===== src/plk_pkg.sv =====
// plk_pkg: shared constants and types of the lock and interrupt status block
// assumes a 32-bit register port with byte addresses and one 200 MHz clock
package plk_pkg;
    // ==========================================================
    // register map
    localparam logic [31:0] INT_STAT_OFFSET = 32'h0F00_0C28;
    localparam logic [31:0] EXCL_ACC_OFFSET = 32'h0F00_0C2C;
    // ==========================================================
    // interrupt cause positions inside the status byte
    localparam int NUM_CAUSE = 5;
    localparam int TAB_BIT = 0;
    localparam int MAB_BIT = 1;
    localparam int RTY_BIT = 2;
    localparam int SERR_BIT = 3;
    localparam int MBX_BIT = 4;
    localparam int STATUS_LSB = 0;
    localparam int MASK_LSB = 8;
    localparam int CLEAR_LSB = 24;
    // ==========================================================
    // exclusive access control fields
    localparam int EXCL_REQ_BIT = 0;
    localparam int UNLOCK_BIT = 1;
    // ==========================================================
    // reset values
    localparam logic [NUM_CAUSE-1:0] STATUS_RESET = 5'h00;
    localparam logic [NUM_CAUSE-1:0] MASK_RESET = 5'h1F;
    localparam logic EXCL_REQ_RESET = 1'b0;
    localparam logic UNLOCK_RESET = 1'b0;
    localparam logic [7:0] RETRY_COUNT_RESET = 8'h00;
    // ==========================================================
    // master side lock sequencer states
    typedef enum logic [1:0] {
        M_IDLE,
        M_REQ,
        M_LOCKED,
        M_DRAIN
    } plk_mstate_type;
endpackage : plk_pkg


===== src/plk_if.sv =====
// plk_if: carriers between the top and its retry counter and status bank
// assumes both ends run on the same clock
`timescale 1ns/1ps
interface plk_retry_if;
    logic retry;
    logic txn_end;
    logic [7:0] limit;
    logic hit;
    logic [7:0] count;
    modport owner (output retry, output txn_end, output limit, input hit, input count);
    modport counter (input retry, input txn_end, input limit, output hit, output count);
endinterface : plk_retry_if

interface plk_irq_if;
    logic [plk_pkg::NUM_CAUSE-1:0] event_set;
    logic [plk_pkg::NUM_CAUSE-1:0] clear;
    logic [plk_pkg::NUM_CAUSE-1:0] status;
    modport owner (output event_set, output clear, input status);
    modport bank (input event_set, input clear, output status);
endinterface : plk_irq_if


===== src/plk_irq_bank.sv =====
// plk_irq_bank: sticky interrupt cause bits
// assumes clear pulses come from a register write, events are pulses
`timescale 1ns/1ps
module plk_irq_bank (
    input wire logic core_clk,
    input wire logic nrst,
    plk_irq_if.bank iif
);
    import plk_pkg::*;

    typedef struct packed {
        logic [NUM_CAUSE-1:0] status;
    } plk_ib_state_type;

    plk_ib_state_type st;
    plk_ib_state_type next_st;

    // ==========================================================
    // a new event wins over a clear in the same cycle
    always_comb begin
        next_st = st;
        for (int i = 0; i < NUM_CAUSE; i++) begin
            next_st.status[i] = iif.event_set[i] | (st.status[i] & ~iif.clear[i]);
        end
    end

    // state register
    always_ff @(posedge core_clk or negedge nrst) begin
        if (!nrst) begin
            st <= '{status: STATUS_RESET};
        end else begin
            st <= next_st;
        end
    end

    assign iif.status = st.status;
endmodule : plk_irq_bank


===== src/plk_retry_count.sv =====
// plk_retry_count: counts master retries of one transaction
// assumes retry and txn_end are one-cycle pulses from the master engine
`timescale 1ns/1ps
module plk_retry_count (
    input wire logic core_clk,
    input wire logic nrst,
    plk_retry_if.counter rif
);
    import plk_pkg::*;

    typedef struct packed {
        logic [7:0] count;
        logic hit;
    } plk_rc_state_type;

    plk_rc_state_type st;
    plk_rc_state_type next_st;

    // ==========================================================
    // count retries, pulse hit when the programmed limit is reached
    always_comb begin
        next_st = st;
        next_st.hit = 1'b0;
        if (rif.txn_end) begin
            next_st.count = RETRY_COUNT_RESET;
        end else if (rif.retry && (st.count != 8'hFF)) begin
            next_st.count = st.count + 8'h01;
            next_st.hit = (rif.limit != 8'h00) && (st.count + 8'h01 == rif.limit);
        end
    end

    // state register
    always_ff @(posedge core_clk or negedge nrst) begin
        if (!nrst) begin
            st <= '{count: RETRY_COUNT_RESET, hit: 1'b0};
        end else begin
            st <= next_st;
        end
    end

    assign rif.hit = st.hit;
    assign rif.count = st.count;
endmodule : plk_retry_count


===== src/plk_top.sv =====
// plk_top: exclusive access control and interrupt status of the PCI unit
// assumes all inputs synchronous to core_clk; LOCK# resolved outside
`timescale 1ns/1ps
module plk_top #(
    parameter int ID_W = 4
) (
    input wire logic core_clk,
    input wire logic nrst,
    // register port
    input wire logic [31:0] reg_addr,
    input wire logic [31:0] reg_wdata,
    input wire logic reg_wr,
    input wire logic reg_rd,
    output logic [31:0] reg_rdata,
    output logic irq,
    // events from the PCI unit
    input wire logic mailbox_access,
    input wire logic serr_n_in,
    input wire logic master_retry,
    input wire logic master_txn_end,
    input wire logic master_abort_seen,
    input wire logic target_abort_seen,
    input wire logic [7:0] retry_limit_value,
    output logic [7:0] retry_count,
    // master side lock
    input wire logic master_active,
    input wire logic target_lock_ready,
    input wire logic cycle_in_progress,
    input wire logic lock_n_in,
    output logic lock_n_out,
    output logic lock_n_oe,
    output logic master_locked,
    // target side lock
    input wire logic tgt_access,
    input wire logic tgt_lock_start,
    input wire logic [ID_W-1:0] tgt_master_id,
    output logic tgt_respond,
    output logic tgt_locked,
    // CPU core path into the target
    input wire logic cpu_access_req,
    output logic cpu_access_grant
);
    import plk_pkg::*;

    // ==========================================================
    // state of the top level, cause status and retry count live in the submodules
    typedef struct packed {
        logic [NUM_CAUSE-1:0] mask;
        logic excl_req;
        logic unlock;
        plk_mstate_type mstate;
        logic lock_drive;
        logic tgt_locked;
        logic [ID_W-1:0] owner;
        logic serr_q;
        logic [31:0] rdata;
    } plk_top_state_type;

    plk_top_state_type st;
    plk_top_state_type next_st;

    plk_retry_if rif ();
    plk_irq_if iif ();

    logic int_wr;
    logic excl_wr;
    logic int_rd;
    logic excl_rd;
    logic serr_fall;
    logic bus_can_lock;
    logic [31:0] int_view;
    logic [31:0] excl_view;

    // ==========================================================
    // address decode
    function automatic logic reg_hit(input logic [31:0] addr, input logic [31:0] offset);
        reg_hit = (addr == offset);
    endfunction : reg_hit

    // strobes qualified by address
    assign int_wr = reg_wr & reg_hit(reg_addr, INT_STAT_OFFSET);
    assign excl_wr = reg_wr & reg_hit(reg_addr, EXCL_ACC_OFFSET);
    assign int_rd = reg_rd & reg_hit(reg_addr, INT_STAT_OFFSET);
    assign excl_rd = reg_rd & reg_hit(reg_addr, EXCL_ACC_OFFSET);

    // ==========================================================
    // event sources
    // SERR# seen going low since the last cycle
    assign serr_fall = st.serr_q & ~serr_n_in;

    // retry counter hookup
    assign rif.retry = master_retry;
    assign rif.txn_end = master_txn_end;
    assign rif.limit = retry_limit_value;

    plk_retry_count u_retry (
        .core_clk (core_clk),
        .nrst (nrst),
        .rif (rif)
    );

    // cause events into the sticky bank
    always_comb begin
        iif.event_set = '0;
        iif.event_set[MBX_BIT] = mailbox_access;
        iif.event_set[SERR_BIT] = serr_fall;
        iif.event_set[RTY_BIT] = rif.hit;
        iif.event_set[MAB_BIT] = master_abort_seen;
        iif.event_set[TAB_BIT] = target_abort_seen;
    end

    // write one to a clear bit drops the cause, zero does nothing
    always_comb begin
        iif.clear = '0;
        if (int_wr) begin
            iif.clear = reg_wdata[CLEAR_LSB +: NUM_CAUSE];
        end
    end

    plk_irq_bank u_bank (
        .core_clk (core_clk),
        .nrst (nrst),
        .iif (iif)
    );

    // ==========================================================
    // read views
    // status in the low byte, masks above, clear bits read zero
    always_comb begin
        int_view = 32'h0000_0000;
        int_view[STATUS_LSB +: NUM_CAUSE] = iif.status;
        int_view[MASK_LSB +: NUM_CAUSE] = st.mask;
    end

    // only the two control bits exist, the rest read zero
    always_comb begin
        excl_view = 32'h0000_0000;
        excl_view[EXCL_REQ_BIT] = st.excl_req;
        excl_view[UNLOCK_BIT] = st.unlock;
    end

    // ==========================================================
    // master side: LOCK# may be taken only when nobody holds it
    assign bus_can_lock = master_active & lock_n_in;

    // ==========================================================
    // next state
    always_comb begin
        next_st = st;

        // software writes
        if (int_wr) begin
            next_st.mask = reg_wdata[MASK_LSB +: NUM_CAUSE];
        end
        if (excl_wr) begin
            next_st.excl_req = reg_wdata[EXCL_REQ_BIT];
            next_st.unlock = reg_wdata[UNLOCK_BIT];
        end

        // read data valid the cycle after the strobe, zero elsewhere
        next_st.rdata = 32'h0000_0000;
        if (int_rd) begin
            next_st.rdata = int_view;
        end else if (excl_rd) begin
            next_st.rdata = excl_view;
        end

        // SERR# history for edge detection
        next_st.serr_q = serr_n_in;

        // master lock sequencer
        case (st.mstate)
            M_IDLE: begin
                if (st.excl_req && bus_can_lock) begin
                    next_st.mstate = M_REQ;
                end
            end
            M_REQ: begin
                if (!st.excl_req || !master_active) begin
                    next_st.mstate = M_IDLE;
                end else if (target_lock_ready) begin
                    next_st.mstate = M_LOCKED;
                end
            end
            M_LOCKED: begin
                if (!st.excl_req) begin
                    if (cycle_in_progress) begin
                        next_st.mstate = M_DRAIN;
                    end else begin
                        next_st.mstate = M_IDLE;
                    end
                end
            end
            M_DRAIN: begin
                if (!cycle_in_progress) begin
                    next_st.mstate = M_IDLE;
                end
            end
            default: begin
                next_st.mstate = M_IDLE;
            end
        endcase
        next_st.lock_drive = (next_st.mstate != M_IDLE);

        // target lock by a foreign master
        if (st.tgt_locked) begin
            // LOCK# released with no access under way ends the lock
            if ((lock_n_in && !tgt_access) || !st.unlock) begin
                next_st.tgt_locked = 1'b0;
            end
        end else if (tgt_access && tgt_lock_start && st.unlock) begin
            next_st.tgt_locked = 1'b1;
            next_st.owner = tgt_master_id;
        end
    end

    // ==========================================================
    // state register
    always_ff @(posedge core_clk or negedge nrst) begin
        if (!nrst) begin
            st <= '{mask: MASK_RESET,
                    excl_req: EXCL_REQ_RESET,
                    unlock: UNLOCK_RESET,
                    mstate: M_IDLE,
                    lock_drive: 1'b0,
                    tgt_locked: 1'b0,
                    owner: '0,
                    serr_q: 1'b1,
                    rdata: 32'h0000_0000};
        end else begin
            st <= next_st;
        end
    end

    // ==========================================================
    // outputs
    // interrupt: any cause set and not masked
    assign irq = |(iif.status & ~st.mask);
    assign reg_rdata = st.rdata;
    assign retry_count = rif.count;

    // LOCK# driven low while the sequencer holds it
    assign lock_n_out = ~st.lock_drive;
    assign lock_n_oe = st.lock_drive;
    assign master_locked = (st.mstate == M_LOCKED) || (st.mstate == M_DRAIN);

    // foreign accesses filtered by the lock owner
    assign tgt_locked = st.tgt_locked;
    assign tgt_respond = tgt_access & (~st.tgt_locked | (tgt_master_id == st.owner));

    // the CPU core is never shut out by a PCI lock
    assign cpu_access_grant = cpu_access_req;

endmodule : plk_top


===== config.mk =====
export PLATFORM = sky130hd
export DESIGN_NAME = plk_top
export DESIGN_NICKNAME = d
export VERILOG_FILES = /design/src/plk_pkg.sv /design/src/plk_if.sv /design/src/plk_irq_bank.sv /design/src/plk_retry_count.sv /design/src/plk_top.sv
export SDC_FILE = /design/constraint.sdc
export NUM_CORES = 1
export LEC_CHECK = 0
export ABC_CLOCK_PERIOD_IN_PS = 2180
export BUFFER_PORTS_ARGS = -buffer_cell sky130_fd_sc_hd__clkbuf_2
export CAP_MARGIN = 20
export CORE_MARGIN = 8
export CORE_UTILIZATION = 43
export DETAILED_ROUTE_END_ITERATION = 12
export PLACE_DENSITY = 0.9
export SLEW_MARGIN = 30
export SYNTH_ARGS = -nofsm -noshare
export SYNTH_HDL_FRONTEND = slang
export SYNTH_SLANG_ARGS = --single-unit

===== constraint.sdc =====
create_clock -name core_clk -period 2.18 [get_ports core_clk]
set_input_delay 0.218 -clock core_clk [delete_from_list [all_inputs] [get_ports core_clk]]
set_output_delay 0.218 -clock core_clk [all_outputs]
set_load 0.02 [all_outputs]

==> impl_metrics.json <==
{
  "vias_per_cell": 4.85,
  "num_rows": 26,
  "insertion_delay_ns": 0.28,
  "r2r-end": "u_retry.rif.count[6]",
  "drv_cap": 0,
  "post_cts_resized": 0,
  "rrSetupSlack_ns": 0.32,
  "die-area_mm2": 0.00790,
  "synth_edf_count": 0,
  "synth_warnings": 0,
  "vias": 1874,
  "worstHoldPathCells": 1,
  "drv_slew": 0,
  "clock.fmax_mhz": 536,
  "initialDrtViolationCount": 73,
  "yosysTopAreaCellShare_pct": 37.2,
  "crit_arrival_ns": 2.03,
  "end_kind": "register",
  "cp_num_buf_inv": 1,
  "netlist_area_mm2": 0.00228,
  "vdd_drop_max_uv": 327,
  "drc": 0,
  "slowest_stage": "dfrtp_1",
  "coreArea_mm2": 0.00511,
  "grt_setup_unrepaired": "false",
  "hold_path_class": "primary input to register",
  "grt_pass1_wl_mm": 9.08,
  "final_nets": 409,
  "cts.sink_count": 40,
  "period_needed_ns": 1.86,
  "portBuffers": 95,
  "fin_crit_sh_pct": 85.5,
  "area_growth_pct": 22.3,
  "synth_top_cells_by_count": "buf_4, dfrtp_1, nor2_1, inv_1, xnor2_1",
  "p_per_area_mw_per_mm2": 568,
  "antenna_found_initial": 0,
  "wl_per_cell_um": 15.1,
  "die_w_um": 88.9,
  "required_ns": 2.34,
  "setup_viol": 0,
  "numCtsBuffers": 5,
  "path_cells": "ha_1 -> nand3_1 -> o31ai_1 -> buf_4 -> nor3_1 -> xnor2_1 -> nor2_1",
  "clk_pin_slew_ns": 0.07,
  "die_y_um": 88.9,
  "cpLargestDelayFamily": "flip-flops",
  "io_pins": 140,
  "avgSynthCellArea_um2": 10.1,
  "post-cts-setup-buffers": 0,
  "synthTopCellsByArea": "dfrtp_1, buf_4, dfstp_2",
  "diodes": 0,
  "status": "finished clean",
  "stdcell_area_mm2": 0.00280,
  "hold_start": "serr_n_in",
  "place_congestion": 0.932,
  "dpl.cell_count": 377,
  "htree_levels": 2,
  "synth_top_area_cell": "dfrtp_1",
  "postCtsHoldBufs": 0,
  "synth_cells": 227,
  "crit_type": "register to register",
  "drive_above_1_share_pct": 40.5,
  "power_uw": 1590,
  "synthFlopType": "dfrtp_1",
  "cts_root_buf": "clkbuf_8",
  "ys_types": 49,
  "final_hold_viol_count": 0,
  "ys_async_sr_fraction_pct": 100,
  "cts_tree": "yes",
  "dp_hpwl_mm": 4.86,
  "layoutNonFillerInstCount": 386,
  "cts_buffer_depth": 2,
  "route.final.wire_length_mm": 5.82,
  "ys_seq_elements": 40,
  "rr_worst_depth": 7,
  "globalRoute.totalOverflow": 0,
  "grt_max_degree": 41,
  "critPathMaxStageDelay_ns": 0.49,
  "track_usage_pct": 14.8,
  "synth_seq_area_share_pct": 44.1,
  "hold_path_end": "st[32]",
  "cp_max_fo": 8,
  "grt_pass1_vias": 1920,
  "regToRegStartpoint": "u_retry.rif.count[0]",
  "drtAntennaViolNets": 0,
  "start_util_pct": 44.7,
  "cp-start-kind": "register",
  "fin_skew_ns": 0.00483,
  "firstDrtPassIters": 4,
  "placed_area_mm2": 0.00266,
  "leakage_uw": 0.00141,
  "num-fill-cells": 471,
  "tns_ns": 0
}
[logic make-up (layout without fill, tap and decap cells)]
group           after synthesis  count (layout)  share of synthesized area [%]
compound gates               30              30                           8.93
xor+xnor                     17              17                           6.52
fa+ha+maj                     1               1                          0.548
buf+inv                      53             121                           14.9
flops                        40              40                           44.1
mux                          14              14                           6.74
other cells                   1              22                          0.164
simple gates                 71              71                           18.0
[placed cells by master, fill, tap and decap left out, drive strengths merged, types with 7 or more instances in the layout]
cell | Yosys | final
nor2 | 17 | 17
inv | 15 | 15
o21ai | 7 | 7
dfrtp | 34 | 34
conb | 1 | 22
nor3 | 11 | 11
clkbuf | 1 | 101
mux2 | 11 | 11
xnor2 | 12 | 12
nand2 | 9 | 9
[where the power goes]
part | total (µW) | switching [µW] | internal (µW)
combinational | 192 | 112 | 79.7
sequential | 755 | 7.82 | 748
clock | 641 | 237 | 404
total | 1590 | 357 | 1230
[state kept, by name, indices dropped and copies added (netlist names)]
signal,flops
reg_rdata,10
u_retry.rif.count,8
st,7
int_view,5
u_bank.iif.status,5
excl_view,2
lock_n_oe,1
tgt_locked,1
u_retry.rif.hit,1
[worst max path at each step]
stage,startpoint,end,cells past startpoint
finish,u_retry.rif.count[0],u_retry.rif.count[6],7
global route,u_retry.rif.count[0],u_retry.rif.hit,5
CTS,u_retry.rif.count[0],u_retry.rif.hit,5
detailed placement,reg_addr[29],int_view[9],6
global placement,reg_addr[20],int_view[11],6
floorplan,u_retry.rif.count[0],u_retry.rif.count[6],6
[through the flow]
| step | hold slack, ns | util, % | setup slack [ns] |
|---|---|---|---|
| 6_report | 0.0293 | 54.7 | 0.315 |
| 5_1_grt | 0.0120 | 54.7 | 0.0867 |
| 4_1_cts | 0.0221 | 54.5 | 0.313 |
| 3_5_place_dp | 0.325 | 52.0 | 0.294 |
| 3_3_place_gp | 0.322 | 52.0 | 0.372 |
| 2_1_floorplan | -0.0776 | - | 0.317 |
[area by class of cell]
class                   count  area [µm²]  area share (%)
clock buffers               7        96.3            3.45
clock inverters             1        30.0            1.07
inverters                  15        56.3            2.01
multi-input cells         155        1010            36.3
flip-flops and latches     40        1010            36.1
well taps                  70        87.6            3.13
repair buffers             98         503            18.0
[layer usage]
metal	track usage, %	share of wire, %	up-vias
met5	0	0	-
met4	6.61	2.4	0
met3	3.31	6.8	10
met2	26.0	54	76
met1	16.5	37	889
li1	-	-	899
(Power assumes the default switching activity.)
